## config.mk

```make
export PLATFORM = sky130hd
export DESIGN_NAME = om_control_status
export DESIGN_NICKNAME = d
export VERILOG_FILES = /design/src/logic/om_pkg.sv /design/src/logic/om_control_status.sv /design/src/logic/om_sync2.sv /design/src/logic/om_timer.sv
export SDC_FILE = /design/constraint.sdc
export NUM_CORES = 1
export LEC_CHECK = 0
export ABC_AREA = 0
export BUFFER_PORTS_ARGS = -buffer_cell sky130_fd_sc_hd__buf_4
export CAP_MARGIN = 20
export CORE_MARGIN = 2
export CORE_UTILIZATION = 62
export DETAILED_ROUTE_END_ITERATION = 16
export PLACE_DENSITY = 0.8
export SLEW_MARGIN = 0
export SYNTH_ARGS = -nofsm -noshare
export SYNTH_HDL_FRONTEND = slang
export SYNTH_SLANG_ARGS = --single-unit
```

## constraint.sdc

```tcl
create_clock -name clock -period 4.03 [get_ports clock]
set_clock_uncertainty 0.05 [all_clocks]
set_input_delay 0.2015 -clock clock [delete_from_list [all_inputs] [get_ports clock]]
set_output_delay 0.2015 -clock clock [all_outputs]
set_load 0.02 [all_outputs]
```

## src/logic/om_pkg.sv

```systemverilog
// Shared constants and types for the optical module control and status logic
package om_pkg;

    // Core clock period in nanoseconds
    localparam int CLK_PERIOD_NS = 100;

    // Fault shutdown reset hold: least time, rounded up to whole cycles
    localparam int T_HOLD_US = 10;
    localparam int HOLD_CYCLES = (T_HOLD_US * 1000 + CLK_PERIOD_NS - 1) / CLK_PERIOD_NS;

    // Serial bus ready after power-on: longest time, rounded down
    localparam int T_SERIAL_MS = 300;
    localparam int SERIAL_READY_CYCLES = (T_SERIAL_MS * 1000000) / CLK_PERIOD_NS;

    // Internal write cycle: longest time, rounded down
    localparam int T_WRITE_MS = 10;
    localparam int WRITE_CYCLE_CYCLES = (T_WRITE_MS * 1000000) / CLK_PERIOD_NS;

    // Two-wire device addresses of the two memory spaces
    localparam logic [7:0] DEV_ID_SPACE = 8'hA0;
    localparam logic [7:0] DEV_DIAG_SPACE = 8'hA2;

    // Byte offsets in the diagnostic space
    localparam logic [7:0] SUPPLY_OFFSET = 8'h62;
    localparam logic [7:0] CSB_OFFSET = 8'h6E;

    // Field positions in the control/status byte
    localparam int CSB_TXOFF_STATE_BIT = 7;
    localparam int CSB_SOFT_OFF_BIT = 6;
    localparam int CSB_FAULT_BIT = 2;
    localparam int CSB_LOST_BIT = 1;
    localparam int CSB_READY_BIT = 0;

    // Reset value of the software transmit-off bit
    localparam logic SOFT_OFF_RESET = 1'b0;

    // Bits per byte and largest write burst
    localparam logic [3:0] BYTE_BITS = 4'h8;
    localparam logic [3:0] MAX_WRITE_BYTES = 4'h8;

    // Serial slave states
    typedef enum logic [2:0] {ST_IDLE, ST_DEV, ST_ADDR, ST_WDATA, ST_ACK, ST_RDATA, ST_MACK}
        om_bus_state_e;

endpackage

```

## src/logic/om_control_status.sv

```systemverilog
// Control and status logic of a pluggable optical module
// Notes on behaviour
// Rising transmit-off pin turns the laser off within 10 us.
// Falling transmit-off pin restores the laser within 1 ms.
// Power-on or transmit-off release: init, fault cleared, laser on within 300 ms.
// A laser fault drives the fault pin within 100 us.
// Transmit-off held 10 us clears a latched fault shutdown.
// Loss of light drives the signal-lost pin within 100 us.
// Return of light releases the signal-lost pin within 100 us.
// Soft transmit-off bit 6 of byte 0x6E turns laser off after stop.
// Clearing the soft transmit-off bit restores the laser within 100 ms.
// Fault mirror bit 2 of byte 0x6E sets within 100 ms.
// Signal-lost mirror bit 1 of byte 0x6E sets within 100 ms.
// Signal-lost mirror bit 1 clears within 100 ms of light returning.
// Data-ready bit 0 of byte 0x6E sets within 1000 ms of power-on.
// Serial bus serves both spaces no later than 300 ms after power-on.
// A 1 to 8 byte write completes within 10 ms of stop.
// Host clocks the serial bus at 100 kHz at most.
// Supply readback comes from the transmit supply rail only.
// Host waits out the write cycle or polls for acknowledge.
// Hardware and software transmit-off requests are ORed.
module om_control_status
    import om_pkg::*;
#(
    parameter int SERIAL_CYCLES = SERIAL_READY_CYCLES,
    parameter int WRITE_CYCLES = WRITE_CYCLE_CYCLES
) (
    // Clock and reset
    input wire logic clock,
    input wire logic rst,
    // Host control pins
    input wire logic tx_off_pin,
    output logic laser_fault_pin,
    output logic signal_lost_flag,
    // Two-wire serial bus, open drain
    input wire logic scl,
    input wire logic sda_in,
    output logic sda_out,
    output logic sda_oe_n,
    // Optics side
    input wire logic laser_fault_raw,
    input wire logic light_present,
    input wire logic [7:0] transmit_supply_rail,
    output logic laser_enable
);

    logic tx_off_s;
    logic fault_s;
    logic light_s;
    logic scl_s;
    logic sda_s;
    logic scl_q;
    logic sda_q;
    logic scl_rise;
    logic scl_fall;
    logic bus_start;
    logic bus_stop;
    logic serial_ready;
    logic hold_done;
    logic wr_done;
    logic wr_busy;
    logic wr_start;
    logic soft_off;
    logic pend_valid;
    logic pend_soft;
    logic dev_match;
    logic dev_diag;
    logic mack_ok;
    logic [7:0] supply_q;
    logic [7:0] csb;
    logic [7:0] rd_val;
    logic [7:0] shreg;
    logic [7:0] out_byte;
    logic [7:0] mem_ptr;
    logic [3:0] bit_cnt;
    logic [3:0] wr_count;
    om_bus_state_e state;
    om_bus_state_e ack_next;

    // Every pin and optics input but the supply rail is asynchronous to the core clock
    // Reset to idle levels (bus lines high) so the edge detectors see no false edge
    om_sync2 #(
        .W(5),
        .RST_VAL(5'h03)
    ) u_sync (
        .clock(clock),
        .rst(rst),
        .async_in({tx_off_pin, laser_fault_raw, light_present, scl, sda_in}),
        .sync_out({tx_off_s, fault_s, light_s, scl_s, sda_s})
    );

    // Power-on timer gates the serial slave and the data-ready bit
    om_timer #(
        .CYCLES(SERIAL_CYCLES)
    ) u_powerup (
        .clock(clock),
        .rst(rst),
        .run(1'b1),
        .done(serial_ready)
    );

    // Transmit-off must stand unbroken for the hold time to clear a fault
    om_timer #(
        .CYCLES(HOLD_CYCLES)
    ) u_hold (
        .clock(clock),
        .rst(rst),
        .run(tx_off_s),
        .done(hold_done)
    );

    // Internal write cycle after a write burst
    om_timer #(
        .CYCLES(WRITE_CYCLES)
    ) u_write (
        .clock(clock),
        .rst(rst),
        .run(wr_busy),
        .done(wr_done)
    );

    // Only the pull-down is ever driven on the open-drain line
    assign sda_out = 1'b0;

    // Bus edges from the synchronised copies and their previous values
    assign scl_rise = scl_s && !scl_q;
    assign scl_fall = !scl_s && scl_q;
    assign bus_start = scl_s && scl_q && sda_q && !sda_s;
    assign bus_stop = scl_s && scl_q && !sda_q && sda_s;
    assign dev_match = (shreg[7:1] == DEV_ID_SPACE[7:1]) || (shreg[7:1] == DEV_DIAG_SPACE[7:1]);

    always_ff @(posedge clock or posedge rst)
    begin
        if (rst)
        begin
            scl_q <= 1'b1;
            sda_q <= 1'b1;
        end
        else
        begin
            scl_q <= scl_s;
            sda_q <= sda_s;
        end
    end

    // Control/status byte assembled from live state
    always_comb
    begin
        csb = 8'h00;
        csb[CSB_TXOFF_STATE_BIT] = tx_off_s;
        csb[CSB_SOFT_OFF_BIT] = soft_off;
        // fault mirror bit
        csb[CSB_FAULT_BIT] = laser_fault_pin;
        // signal-lost mirror
        csb[CSB_LOST_BIT] = signal_lost_flag;
        // data ready after power-on
        csb[CSB_READY_BIT] = serial_ready;
    end

    // Read mux; unmapped bytes read as zero
    always_comb
    begin
        rd_val = 8'h00;
        if (dev_diag && mem_ptr == CSB_OFFSET)
            rd_val = csb;
        else if (dev_diag && mem_ptr == SUPPLY_OFFSET)
            rd_val = supply_q;
    end

    // transmit rail only
    always_ff @(posedge clock or posedge rst)
    begin
        if (rst)
            supply_q <= 8'h00;
        else
            supply_q <= transmit_supply_rail;
    end

    // ORed transmit-off requests, plus fault shutdown
    // laser follows requests directly
    always_ff @(posedge clock or posedge rst)
    begin
        if (rst)
            laser_enable <= 1'b0;
        else
            laser_enable <= !(tx_off_s || soft_off || laser_fault_pin || fault_s);
    end

    // fault latch, a new fault wins over the clear
    always_ff @(posedge clock or posedge rst)
    begin
        if (rst)
            laser_fault_pin <= 1'b0;
        else if (fault_s)
            laser_fault_pin <= 1'b1;
        else if (hold_done)
            laser_fault_pin <= 1'b0;
    end

    // signal-lost pin tracks light
    always_ff @(posedge clock or posedge rst)
    begin
        if (rst)
            signal_lost_flag <= 1'b1;
        else
            signal_lost_flag <= !light_s;
    end

    // write cycle busy, a new start wins over completion
    always_ff @(posedge clock or posedge rst)
    begin
        if (rst)
            wr_busy <= 1'b0;
        else if (wr_start)
            wr_busy <= 1'b1;
        else if (wr_done)
            wr_busy <= 1'b0;
    end

    // Serial slave: shifts on SCL rise, drives SDA after SCL fall
    always_ff @(posedge clock or posedge rst)
    begin
        if (rst)
        begin
            state <= ST_IDLE;
            ack_next <= ST_IDLE;
            bit_cnt <= 4'h0;
            shreg <= 8'h00;
            out_byte <= 8'h00;
            mem_ptr <= 8'h00;
            dev_diag <= 1'b0;
            mack_ok <= 1'b0;
            sda_oe_n <= 1'b1;
            wr_count <= 4'h0;
            wr_start <= 1'b0;
            pend_valid <= 1'b0;
            pend_soft <= 1'b0;
            soft_off <= SOFT_OFF_RESET;
        end
        else
        begin
            wr_start <= 1'b0;
            if (bus_stop)
            begin
                state <= ST_IDLE;
                sda_oe_n <= 1'b1;
                wr_count <= 4'h0;
                // soft transmit-off takes effect at stop
                if (pend_valid)
                    soft_off <= pend_soft;
                pend_valid <= 1'b0;
                if (wr_count != 4'h0)
                    wr_start <= 1'b1;
            end
            else if (bus_start)
            begin
                state <= ST_DEV;
                bit_cnt <= 4'h0;
                sda_oe_n <= 1'b1;
            end
            else if (scl_rise)
            begin
                if (state == ST_DEV || state == ST_ADDR || state == ST_WDATA)
                begin
                    shreg <= {shreg[6:0], sda_s};
                    bit_cnt <= bit_cnt + 1'b1;
                end
                else if (state == ST_MACK)
                    mack_ok <= !sda_s;
            end
            else if (scl_fall)
            begin
                unique case (state)
                    ST_IDLE:
                        sda_oe_n <= 1'b1;
                    ST_DEV:
                        if (bit_cnt == BYTE_BITS)
                        begin
                            bit_cnt <= 4'h0;
                            // no acknowledge before ready or while writing
                            if (dev_match && serial_ready && !wr_busy)
                            begin
                                dev_diag <= shreg[1];
                                sda_oe_n <= 1'b0;
                                state <= ST_ACK;
                                ack_next <= shreg[0] ? ST_RDATA : ST_ADDR;
                            end
                            else
                                state <= ST_IDLE;
                        end
                    ST_ADDR:
                        if (bit_cnt == BYTE_BITS)
                        begin
                            bit_cnt <= 4'h0;
                            mem_ptr <= shreg;
                            sda_oe_n <= 1'b0;
                            state <= ST_ACK;
                            ack_next <= ST_WDATA;
                        end
                    ST_WDATA:
                        if (bit_cnt == BYTE_BITS)
                        begin
                            bit_cnt <= 4'h0;
                            // bytes beyond the eighth of a burst are refused
                            if (wr_count < MAX_WRITE_BYTES)
                            begin
                                if (dev_diag && mem_ptr == CSB_OFFSET)
                                begin
                                    pend_valid <= 1'b1;
                                    pend_soft <= shreg[CSB_SOFT_OFF_BIT];
                                end
                                mem_ptr <= mem_ptr + 1'b1;
                                wr_count <= wr_count + 1'b1;
                                sda_oe_n <= 1'b0;
                                state <= ST_ACK;
                                ack_next <= ST_WDATA;
                            end
                            else
                                state <= ST_IDLE;
                        end
                    ST_ACK:
                    begin
                        state <= ack_next;
                        sda_oe_n <= 1'b1;
                        if (ack_next == ST_RDATA)
                        begin
                            out_byte <= rd_val;
                            sda_oe_n <= rd_val[7];
                            bit_cnt <= 4'h1;
                        end
                    end
                    ST_RDATA:
                        if (bit_cnt == BYTE_BITS)
                        begin
                            sda_oe_n <= 1'b1;
                            mem_ptr <= mem_ptr + 1'b1;
                            state <= ST_MACK;
                        end
                        else
                        begin
                            sda_oe_n <= out_byte[~bit_cnt[2:0]];
                            bit_cnt <= bit_cnt + 1'b1;
                        end
                    ST_MACK:
                        if (mack_ok)
                        begin
                            out_byte <= rd_val;
                            sda_oe_n <= rd_val[7];
                            bit_cnt <= 4'h1;
                            state <= ST_RDATA;
                        end
                        else
                            state <= ST_IDLE;
                endcase
            end
        end
    end

    a_hw_off_fast: assert property (@(posedge clock) disable iff (rst)
        tx_off_s |=> !laser_enable)
        else $error("laser still on after transmit-off");

    a_hw_on_restore: assert property (@(posedge clock) disable iff (rst)
        $fell(tx_off_s) && !soft_off && !laser_fault_pin && !fault_s |=> laser_enable)
        else $error("laser not restored after transmit-off release");

    a_fault_pin_set: assert property (@(posedge clock) disable iff (rst)
        fault_s |=> laser_fault_pin && !laser_enable)
        else $error("fault pin not set by fault");

    a_fault_clear_hold: assert property (@(posedge clock) disable iff (rst)
        $fell(laser_fault_pin) |-> $past(hold_done) && $past(tx_off_s, 2))
        else $error("fault cleared without hold time");

    a_lost_follow: assert property (@(posedge clock) disable iff (rst)
        !light_s |=> signal_lost_flag ##0 csb[CSB_LOST_BIT])
        else $error("signal-lost not raised");

    a_lost_release: assert property (@(posedge clock) disable iff (rst)
        light_s ##1 light_s |-> !signal_lost_flag)
        else $error("signal-lost not released");

    a_soft_off_stop: assert property (@(posedge clock) disable iff (rst)
        bus_stop && pend_valid && pend_soft |=> soft_off ##1 !laser_enable)
        else $error("soft transmit-off not applied after stop");

    a_fault_mirror: assert property (@(posedge clock) disable iff (rst)
        csb[CSB_FAULT_BIT] == laser_fault_pin)
        else $error("fault mirror differs from fault pin");

    a_ready_bit: assert property (@(posedge clock) disable iff (rst)
        $rose(serial_ready) |-> csb[CSB_READY_BIT] && !$past(csb[CSB_READY_BIT]))
        else $error("data-ready bit wrong at power-on");

    a_no_early_ack: assert property (@(posedge clock) disable iff (rst)
        !serial_ready |-> sda_oe_n)
        else $error("bus driven before ready");

    a_write_end: assert property (@(posedge clock) disable iff (rst)
        wr_busy && wr_done && !wr_start |=> !wr_busy)
        else $error("write cycle did not end");

endmodule

```

## src/logic/om_sync2.sv

```systemverilog
// Two flip-flop synchroniser for a group of asynchronous inputs
module om_sync2 #(
    parameter int W = 1,
    parameter logic [W-1:0] RST_VAL = '0
) (
    // Clock and reset
    input wire logic clock,
    input wire logic rst,
    // Asynchronous in, synchronous out
    input wire logic [W-1:0] async_in,
    output logic [W-1:0] sync_out
);

    logic [W-1:0] meta;

    // First stage is read only by the second stage
    always_ff @(posedge clock or posedge rst)
    begin
        if (rst)
        begin
            meta <= RST_VAL;
            sync_out <= RST_VAL;
        end
        else
        begin
            meta <= async_in;
            sync_out <= meta;
        end
    end

endmodule

```

## src/logic/om_timer.sv

```systemverilog
// Saturating cycle timer: done rises once run has stood for CYCLES + 1 cycles
module om_timer #(
    parameter int CYCLES = 100
) (
    // Clock and reset
    input wire logic clock,
    input wire logic rst,
    // Run level and completion level
    input wire logic run,
    output logic done
);

    localparam int W = $clog2(CYCLES + 1);
    localparam logic [W-1:0] TOP = W'(CYCLES);

    logic [W-1:0] count;

    // Dropping run restarts the count, so only an unbroken run completes
    always_ff @(posedge clock or posedge rst)
    begin
        if (rst)
        begin
            count <= '0;
            done <= 1'b0;
        end
        else if (!run)
        begin
            count <= '0;
            done <= 1'b0;
        end
        else
        begin
            if (count != TOP)
                count <= count + 1'b1;
            done <= (count == TOP);
        end
    end

endmodule

```

### After elaboration in Yosys (flattened, before gate mapping)

Cells that the tools add are included.

* input port bits: 15
* output and inout bits: 5
* logic and storage cells: 219
* register bits: 118

* $lt $le $gt $ge: 2
* equal/unequal tests: 43
* reduce and logical (&&, ||, !) cells: 54
* bitwise logic cells: 5
* $add $sub $neg: 6
* multiplexer cells: 80

Operators by type and width (number)
* 2-to-1 mux 8 bit: 8
* 2-to-1 mux 4 bit: 15
* 2-to-1 mux 3 bit: 17
* 2-to-1 mux 17 bit: 2
* 2-to-1 mux 1 bit: 29
* AND reduction 7 bit: 4
* one-hot mux 8 bit (3 select lines): 1
* AND reduction 8 bit: 3
* adder 22 x 1 -> 22 bit, second input constant: 1
* equality test 22 bit, second input constant: 1
* inequality test 22 bit, second input constant: 1
* equality test 7 bit, second input constant: 3
* inequality test 4 x 3 -> 1 bit, second input constant: 5
* inequality test 4 bit, second input constant: 5
* inequality test 2 x 1 -> 1 bit, second input constant: 9
* one-hot mux 3 bit (6 select lines): 1
* adder 17 x 1 -> 17 bit, second input constant: 1
* equality test 17 bit, second input constant: 1
* inequality test 17 bit, second input constant: 1
* equality test 8 x 7 -> 1 bit, second input constant: 2
* one-hot mux 4 bit (4 select lines): 1
* one-hot mux 8 bit (2 select lines): 1
* nonzero test 2 bit: 8
* 2-to-1 mux 7 bit: 2
* 33 further kinds: 68

### Logic depth before layout (Yosys ltp)

Gate-level depths: netlist (run 1).

* depth after elaboration: 11
* mapped depth: 9
* mapped depth without buffers: 7

### Cells and area by module

Synthesis (run 1) repeated with hierarchy kept, for this count alone.

* cell total of the unflattened synthesis: 583
* area total of the unflattened synthesis: 5962.0 µm²

Modules (own cells, without submodules)
* om_control_status: times used 1, cells each 314, area an instance 3134.3 µm², seq. area each 1481.4 µm²
* om_timer at u_powerup: times used 1, cells each 122, area an instance 1217.4 µm², seq. area each 575.6 µm²
* om_timer at u_write: times used 1, cells each 93, area an instance 920.9 µm², seq. area each 450.4 µm²
* om_timer at u_hold: times used 1, cells each 43, area an instance 430.4 µm², seq. area each 200.2 µm²
* om_sync2: times used 1, cells each 11, area an instance 259.0 µm², seq. area each 255.2 µm²

### Worst setup path after synthesis (run 1)

Ideal clock, no wire load.

* kind: reg2reg
* start point: register bit_cnt[0]
* end point: register ack_next[0]
* required time: 3855 ps
* period minus slack after synthesis: 2195 ps
* library setup time: 125 ps
* data arrival time: 2020 ps
* slack: 1835 ps
* buffers on the path: 1
* stages on the path, launching flop included: 9
* cell sequence: dfrtp_1 -> clkbuf_1 -> inv_1 -> ha_1 -> nand3b_4 -> o21ai_1 -> nand2_2 -> or4_4 -> mux2_4

* longest elaborated chain between the ends: 3
* elaborated cells between the ends (all ways): 5
* classes of those cells: eq/ne (4); reduce/logical (1)

RTL lines
* start: declaration: line om_control_status.sv:75 `logic [3:0] bit_cnt;`
* start signal: assignment: line om_control_status.sv:266 `bit_cnt <= bit_cnt + 1'b1;`
* start signal: assignment: line om_control_status.sv:342 `bit_cnt <= bit_cnt + 1'b1;`
* equality test 4 bit (*): line om_control_status.sv:277, om_control_status.sv:292, om_control_status.sv:301
* inequality test 2 x 1 -> 1 bit (no source line)
* AND reduction 10 bit (no source line) (*)
* end signal: assignment: line om_control_status.sv:286 `ack_next <= shreg[0] ? ST_RDATA : ST_ADDR;`
* end: declaration: line om_control_status.sv:78 `om_bus_state_e ack_next;`

Every way passes the cells marked *; elsewhere a longest branch is shown, timed or not.
A chain may end at the register's enable or synchronous reset.

### Worst setup path in the final report (run 1)

* start point: register state[2]
* end point: register mem_ptr[0]

* longest elaborated chain between the ends: 3
* elaborated cells between the ends (all ways): 10
* classes of those cells: eq/ne (7); mux (1); reduce/logical (2)

RTL lines
* start: declaration: line om_control_status.sv:77 `om_bus_state_e state;`
* start signal: assignment: line om_control_status.sv:323 `state <= ack_next;`
* equality test 3 bit or equality test 3 x 2 -> 1 bit (tied branches): line om_control_status.sv:273 `unique case (state)`
* inequality test 2 bit (no source line), or another cell as far along
* AND reduction 9 bit (no source line)
* end signal: assignment: line om_control_status.sv:295 `mem_ptr <= shreg;`
* end signal: assignment: line om_control_status.sv:312 `mem_ptr <= mem_ptr + 1'b1;`
* end signal: assignment: line om_control_status.sv:336 `mem_ptr <= mem_ptr + 1'b1;`
* end: declaration: line om_control_status.sv:74 `logic [7:0] mem_ptr;`

Parallel ways exist; a longest one is shown, timed or not.

==> results of run 1 <==
## placed cells by master, fill, tap and decap left out, types with 6 or more instances in the layout
master           n
nand3_1         28
mux2_1          13
nor2_1          37
xnor2_1         23
clkbuf_16       16
dfstp_2          8
inv_1           22
nand4_1         10
dfrtp_1        110
a22oi_1          6
xor2_1          14
nor3_1          13
and3_1          10
o21ai_0         11
nand2b_1        11
a21oi_1         28
nand2_1         50
ha_1            17
o21ai_1         19
buf_4           20
nor2b_1          6
dlygate4sd3_1   14
mux2i_1          6
## layout make-up
cell class                 instances  area [um^2]
timing repair buffer              34          290
clock buffer                      24          470
fill                             616         2460
inverter                          25         96.3
sequential                       118         2960
clock inverter                     8         77.6
multi-input combinational        390         2610
tap                              111          139
## power by group through the flow
stage,clock network [mW],logic (mW),registers (mW)
after floorplan,0,0.173,1.31
after global placement,0,0.210,1.32
after detailed placement,0,0.219,1.33
after CTS,1.40,0.240,1.31
after global routing,1.45,0.266,1.32
final,1.38,0.237,1.31
## registers in the layout (all words and copies together), names as in the netlist, 3 cells and up
name / flops
u_hold.count: 7
wr_count: 4
state: 3
u_powerup.count: 22
bit_cnt: 4
mem_ptr: 8
supply_q: 8
u_write.count: 17
ack_next: 3
u_sync.sync_out: 5
u_sync.meta: 5
shreg: 8
out_byte: 8
## worst max-delay path, cell delays in order, from the launching register on
cell	delay, ns
dfrtp_1	0.75
nand3b_1	0.29
a21oi_1	0.22
nand4b_1	0.54
a21oi_1	0.34
o22ai_1	0.11
## how the worst max path moves through the flow
| stage | from | to | slack [ns] | cells past startpoint |
|---|---|---|---|---|
| 2_1_floorplan | rst | ack_next[0]$_DFFE_PP0P_ | 0.66 | 1 |
| 3_3_place_gp | bit_cnt[0]$_DFFE_PP0P_ | mem_ptr[6]$_DFFE_PP0P_ | 1.78 | 7 |
| 3_5_place_dp | state[2]$_DFFE_PP0P_ | mem_ptr[1]$_DFFE_PP0P_ | 1.63 | 5 |
| 4_1_cts | state[2]$_DFFE_PP0P_ | mem_ptr[1]$_DFFE_PP0P_ | 1.60 | 5 |
| 5_1_grt | state[2]$_DFFE_PP0P_ | mem_ptr[0]$_DFFE_PP0P_ | 1.29 | 5 |
| 6_report | state[2]$_DFFE_PP0P_ | mem_ptr[0]$_DFFE_PP0P_ | 1.57 | 5 |
## cells by family after synthesis
| group | after synthesis |
|---|---|
| AO/OA/AOI/OAI | 102 |
| XOR/XNOR | 38 |
| adder cells (fa/ha/maj) | 17 |
| buffers and inverters | 41 |
| flip-flops | 118 |
| multiplexers | 24 |
| other | 1 |
| AND/OR/NAND/NOR | 208 |
## per-stage QoR
step / cell area, um^2 / util / hold WS (ns) / power (mW)
after floorplan: 5760 / - / 0.156 / 1.48
after global placement: 5960 / 0.654 / 0.246 / 1.53
after detailed placement: 5960 / 0.654 / 0.251 / 1.55
after CTS: 6650 / 0.730 / 0.267 / 2.95
after global routing: 6650 / 0.730 / 0.281 / 3.04
final: 6650 / 0.730 / 0.269 / 2.93
## routing by layer
| layer | up-vias | share of wire | track usage | wire length [um] |
|---|---|---|---|---|
| met5 | - | 0 | 0 | 0 |
| met4 | 0 | 0.015 | 0.0875 | 186 |
| met3 | 21 | 0.045 | 0.0634 | 541 |
| met2 | 110 | 0.51 | 0.443 | 6170 |
| met1 | 2118 | 0.43 | 0.325 | 5200 |
| li1 | 2016 | - | - | - |
## Yosys cell counts, drive strengths merged, types with 11 or more instances
master and count:
xnor2 23, o21ai 30, nand2b 11, a21oi 28, nor2 37, xor2 15, mux2 17, inv 24
nand3 28, nand2 52, dfrtp 110, ha 17, nor3 13
==> results.toml, run 1 <==
[status]
status = "finished, final reports clean"

[synth]
syn_nets = 581
yosys.area_share.adder = 0.0369
synthCells = 549
yosys.area_share.simple = 0.195
synthMuxAreaShare = 0.0489
synth_edf_count = 0
postSynthAreaPerCell_um2 = 10.5
synthArstFlopShare = 1.00
ys.flop_type = "dfrtp_1"
netlist_top_cells_area = "dfrtp_1 48%, ha_1 3.7%, dfstp_2 3.6%, xnor2_1 3.5%, nand2_1 3.3%"
synth.distinct_cells = 69
synth_top_area_share = 0.478
synth_top_family_by_area = "simple AND/OR/NAND/NOR gates"
yosys_warnings = 0
synth_compound_area_frac = 0.112
yosys_register_bits = 118
ys_seq_area_frac = 0.514
synth_xor_area_frac = 0.0591
synth_area_leader_cell = "dfrtp_1"
syn_area_um2 = 5760

[clock_network]
holdBufCountCts = 14
root_buffer = "clkbuf_8"
path_clk_slew_ns = 0.05
cts_made_buffers = 17
cts_setup_buffers = 0
cts_buffer_depth = 2
cts_resized = 0
cts_sinks = 118
cts_tree = "yes"
clk-insertion-delay-late_ns = 0.52
htree_num_levels = 4

[critical_path]
r2r_start = "state[2]$_DFFE_PP0P_"
r2r_slack_ns = 1.57
r2r_cells = 5
r2r-end = "mem_ptr[0]$_DFFE_PP0P_"
critPathMaxFanout = 20
required_ns = 4.34
crit_path_end_kind = "flop"
worstSetupPathType = "reg2reg"
worstPathArrival_ns = 2.76
start_kind = "flop"

[routing]
wire_per_inst_um = 17.0
dr.first_iter.drc_count = 349
drt_wl_total_mm = 12.1
viasPerCell = 6.01
first_pass_iters = 5
final_antenna_net_count = 0
drcViolationCount = 0
vias = 4265

[global_route]
antenna_found_initial = 0
grt_pass1_wl_mm = 20.4
grt_overflow_total = 0
grt_pass1_vias = 4313
grt_max_degree = 47
grtUsageTotal = 0.260

[placement]
place.gp.congestion = 0.895
hpwl_mm = 7.72
port_buffers = 18
pre_cts_slack_ns = 1.63
dpl.cell_count = 664

[timing]
fmaxAchievable_mhz = 407
fin_crit_sh = 0.609
finalSetupViolCount = 0
rsz0062_at_grt = "false"
drv_slew = 0
relSlewSlack = 0.389
min_period_ns = 2.46
setup_tns_ns = 0
setup_ws_ns = 1.57
worst_pin_slew_ns = 0.910
finalHoldViolCount = 0

[power]
comb_power_share = 0.081
power.share.clock = 0.472
seq_power_share = 0.447
power_density_nw_per_um2 = 441
power_switching_mw = 0.729
ir_drop_v = 0.000374
internal_power_mw = 2.20
leakage_nw = 2.90
swShare = 0.249

[cells_and_area]
fin_nets = 618
syn2layout_area_growth_pct = 15.4
antennaDiodeCount = 0
drive_gt1_frac = 0.127
final_cells = 710

[floorplanning]
start_util = 0.632
io_pins = 20
rows = 35
core_area_um2 = 9110
die_w_um = 100
dieArea_um2 = 10100
die_h_um = 100

[run]
maxCapViolCount = 0

[worst_hold_path]
hold_class = "in2async"
Power figures use the tool's default switching activity.
==> run 2: changes to the inputs <==
Clock period 4.03 ns to 2.5 ns, I/O delays scaled along.
==> results.toml, run 2 (synthesis results as in run 1) <==
[power]
seq_power_share = 0.429
internal_power_mw = 3.73
ir_drop_v = 0.000503
power.share.clock = 0.496
power_switching_mw = 1.19
comb_power_share = 0.075
leakage_nw = 2.97
power_density_nw_per_um2 = 727
swShare = 0.242

[global_route]
grt_max_degree = 119
grtUsageTotal = 0.252
grt_pass1_vias = 4155
grt_overflow_total = 0
antenna_found_initial = 0
grt_pass1_wl_mm = 19.8

[clock_network]
htree_num_levels = 4
clk-insertion-delay-late_ns = 0.52
path_clk_slew_ns = 0.06
cts_buffer_depth = 2
cts_tree = "yes"
cts_setup_buffers = 0
cts_made_buffers = 17
cts_sinks = 118
root_buffer = "clkbuf_8"

[critical_path]
cp_cell_sequence = "inv_1 -> ha_1 -> inv_1 -> o221ai_1 -> a221oi_1 -> or2_1 -> o21ai_1"
slowest_stage = "dfstp_2"
worstPathArrival_ns = 2.68
cp_common_cell = "inv_1"
crit_path_end_kind = "flop"
critPathMaxFanout = 8
start_kind = "flop"
critical-path-top-delay-family = "compound AO/OA/AOI/OAI gates"
critPathBufInv = 2
slowest_delay_ns = 0.56
worstSetupPathType = "reg2reg"
r2r_slack_ns = 0.16
required_ns = 2.84

[placement]
port_buffers = 18
hpwl_mm = 7.61
postPlaceCellArea_um2 = 6030
place.gp.congestion = 0.896

[cells_and_area]
layout_common_cells = "110 x dfrtp_1, 50 x nand2_1, 37 x nor2_1"
fin_nets = 626
reg_top3 = "u_powerup.count x22, u_write.count x17"
final_common_cell = "dfrtp_1"
antennaDiodeCount = 0
syn2layout_area_growth_pct = 17.5
largest_register_ffs = 22
top_register = "u_powerup.count"
drive_gt1_frac = 0.142
fin_area_um2 = 6770
final_core_util = 0.743

[timing]
drv_slew = 0
relSlewSlack = 0.543
finalHoldViolCount = 0
rsz0062_at_grt = "false"
min_period_ns = 2.34
fin_crit_sh = 0.936
finalSetupViolCount = 0
fin_hold_ws_ns = 0.211
worst_pin_slew_ns = 0.686
setup_tns_ns = 0
fmaxAchievable_mhz = 427

[floorplanning]
core_area_um2 = 9110
start_util = 0.632
rows = 35
die_h_um = 100
die_w_um = 100
dieArea_um2 = 10100
io_pins = 20

[status]
status = "finished, final reports clean"

[routing]
wire_per_inst_um = 16.2
drt_wl_total_mm = 11.6
final_antenna_net_count = 0
dr.first_iter.drc_count = 223
viasPerCell = 5.97
drcViolationCount = 0
first_pass_iters = 7
vias = 4290

[worst_hold_path]
hold_class = "in2reg"

[run]
maxCapViolCount = 0
[run 2: path summary, 6_finish.rpt]
kind	from	end	depth (start not counted)
hold reg to reg	u_sync.meta[4]$_DFF_PP0_	u_sync.sync_out[4]$_DFF_PP0_	0
min in group asynchronous	rst	u_write.count[2]$_DFFE_PP0N_	4
hold / removal	transmit_supply_rail[3]	supply_q[3]$_DFF_PP0_	2
setup / recovery	scl_q$_DFF_PP1_	bit_cnt[2]$_DFFE_PP0P_	7
max in group asynchronous	rst	u_hold.count[2]$_DFFE_PP0N_	4
setup reg to reg	scl_q$_DFF_PP1_	bit_cnt[2]$_DFFE_PP0P_	7
[run 2: worst reg2reg max path, cell delays in order, from the launching register on]
cell and delay (ns):
dfstp_2 0.56, inv_1 0.07, ha_1 0.25, inv_1 0.28
o221ai_1 0.19, a221oi_1 0.48, or2_1 0.25, o21ai_1 0.09
[run 2: cell type report]
| class | instances | area, um^2 |
|---|---|---|
| inverter | 25 | 97.6 |
| fill | 620 | 2340 |
| tap | 111 | 139 |
| clock inverter | 11 | 148 |
| sequential | 118 | 2960 |
| multi-input combinational | 390 | 2610 |
| clock buffer | 21 | 449 |
| timing repair buffer | 42 | 363 |
[run 2: through the flow]
stage	instances	setup WS [ns]	power (mW)
floorplan	549	0.305	2.38
global placement	672	0.318	2.47
detailed placement	672	0.266	2.49
CTS	718	0.180	4.95
global route	718	0.0527	5.11
finish	718	0.160	4.92
[run 2: per-layer routing]
metal  vias to the layer above  GRT usage  wire [um]
li1                       2038          -          -
met1                      2123      0.328       5170
met2                       101      0.411       5750
met3                        28     0.0529        435
met4                         0      0.114        250
met5                         -          0          0
[run 2: power groups by stage]
stage               clock (mW)  sequential, mW  combinational [mW]
CTS                       2.47            2.11               0.374
global placement             0            2.13               0.339
floorplan                    0            2.10               0.279
detailed placement           0            2.14               0.350
finish                    2.44            2.11               0.369
global route              2.57            2.12               0.425
[run 2: repair_timing]
action | CTS | global route
hold buffers | 14 | 0
hold endpoints to repair | 123 | 0
gates resized for setup | 0 | 0
==> run 3: changes to the inputs <==
Settings changed: CORE_UTILIZATION 62 to 55, PLACE_DENSITY 0.8 to 0.72.
Clock period 2.5 ns to 2.82 ns, I/O delays scaled along.
==> results.toml, run 3 (synthesis results as in run 1) <==
[routing]
drt_wl_total_mm = 11.2
viasPerCell = 5.57
vias = 4118
drcViolationCount = 0
first_pass_iters = 5
dr.first_iter.drc_count = 242
final_antenna_net_count = 0
wire_per_inst_um = 15.1

[floorplanning]
rows = 37
dieArea_um2 = 11300
core_area_um2 = 10200
io_pins = 20
start_util = 0.563
die_w_um = 106
die_h_um = 106

[critical_path]
required_ns = 3.16
worstSetupPathType = "reg2reg"
worstPathArrival_ns = 2.66
start_kind = "flop"
crit_path_end_kind = "flop"
critPathMaxFanout = 8

[cells_and_area]
regArea_um2 = 2960
fill_cells = 755
layout_common_cells = "110 x dfrtp_1, 50 x nand2_1, 37 x nor2_1"
multi_input_area_um2 = 2610
reg_top3 = "u_powerup.count x22, u_write.count x17"
fin_nets = 622
syn2layout_area_growth_pct = 18.4
largest_register_ffs = 22
drive_gt1_frac = 0.138
antennaDiodeCount = 0
final_common_cell = "dfrtp_1"
top_register = "u_powerup.count"

[timing]
setup_ws_ns = 0.504
worst_pin_slew_ns = 0.694
min_period_ns = 2.32
finalHoldViolCount = 0
fin_crit_sh = 0.821
rsz0062_at_grt = "false"
drv_slew = 0
setup_tns_ns = 0
fmaxAchievable_mhz = 432
finalSetupViolCount = 0
relSlewSlack = 0.538

[global_route]
grt_pass1_wl_mm = 19.7
grt_overflow_total = 0
grt_pass1_vias = 4111
grtUsageTotal = 0.220
antenna_found_initial = 0
grt_max_degree = 119

[clock_network]
cts_tree = "yes"
cts_resized = 0
cts_buffer_depth = 2
cts_made_buffers = 17
root_buffer = "clkbuf_8"
path_clk_slew_ns = 0.06
clk-insertion-delay-late_ns = 0.51
cts_setup_buffers = 0
htree_num_levels = 4
holdBufCountCts = 14
cts_sinks = 118

[status]
status = "finished, final reports clean"

[placement]
place.gp.congestion = 0.911
pre_cts_slack_ns = 0.560
port_buffers = 18
hpwl_mm = 7.43

[power]
ir_drop_v = 0.000648
power_density_nw_per_um2 = 662
leakage_nw = 2.96

[run]
maxCapViolCount = 0

[worst_hold_path]
hold_class = "in2reg"
[run 3: metrics by stage]
| stage | area [um^2] | cells | total power, mW | utilization | hold slack, ns |
|---|---|---|---|---|---|
| 3_5_place_dp | 6030 | 693 | 2.21 | 0.590 | 0.201 |
| 2_1_floorplan | 5760 | 549 | 2.11 | - | 0.0955 |
| 3_3_place_gp | 6030 | 693 | 2.19 | 0.590 | 0.199 |
| 5_1_grt | 6820 | 739 | 4.69 | 0.666 | 0.203 |
| 6_report | 6820 | 739 | 4.51 | 0.666 | 0.229 |
| 4_1_cts | 6820 | 739 | 4.56 | 0.666 | 0.199 |
[run 3: worst paths after layout]
path / from / to / slack [ns] / depth (start not counted)
worst max-delay path: scl_q$_DFF_PP1_ / bit_cnt[0]$_DFFE_PP0P_ / 0.50 / 7
worst min-delay path: light_present / u_sync.meta[2]$_DFF_PP0_ / 0.23 / 2
min in group asynchronous: rst / u_sync.sync_out[2]$_DFF_PP0_ / 0.32 / 4
worst max register to register: scl_q$_DFF_PP1_ / bit_cnt[0]$_DFFE_PP0P_ / 0.50 / 7
worst min register to register: u_sync.sync_out[2]$_DFF_PP0_ / signal_lost_flag$_DFF_PP1_ / 0.30 / 1
max in group asynchronous: rst / ack_next[2]$_DFFE_PP0P_ / 1.93 / 4
[run 3: layout make-up]
type | instances | area share
clock buffers | 20 | 0.0653
inverters | 25 | 0.0143
clock inverters | 12 | 0.0294
multi-input cells | 390 | 0.383
well taps | 136 | 0.0250
flip-flops and latches | 118 | 0.435
repair buffers | 38 | 0.0488
[run 3: layer usage]
layer | vias up | wire, um | track usage
li1 | 2026 | - | -
met1 | 2028 | 5340 | 0.301
met2 | 58 | 5450 | 0.342
met3 | 6 | 285 | 0.0607
met4 | 0 | 88 | 0.0686
met5 | - | 0 | 0
[run 3: critical path: stages (launching register included)]
cell and delay (ns):
dfstp_2 0.55, inv_1 0.07, ha_1 0.25, inv_1 0.27, o221ai_1 0.18, a221oi_1 0.50
or2_1 0.24, o21ai_1 0.09
[run 3: report_power, final]
| group | switching (mW) | leakage, nW | internal (mW) |
|---|---|---|---|
| Combinational | 0.189 | 1.10 | 0.134 |
| Sequential | 0.0963 | 1.55 | 1.77 |
| Clock | 0.747 | 0.307 | 1.57 |
| Total | 1.03 | 2.96 | 3.48 |
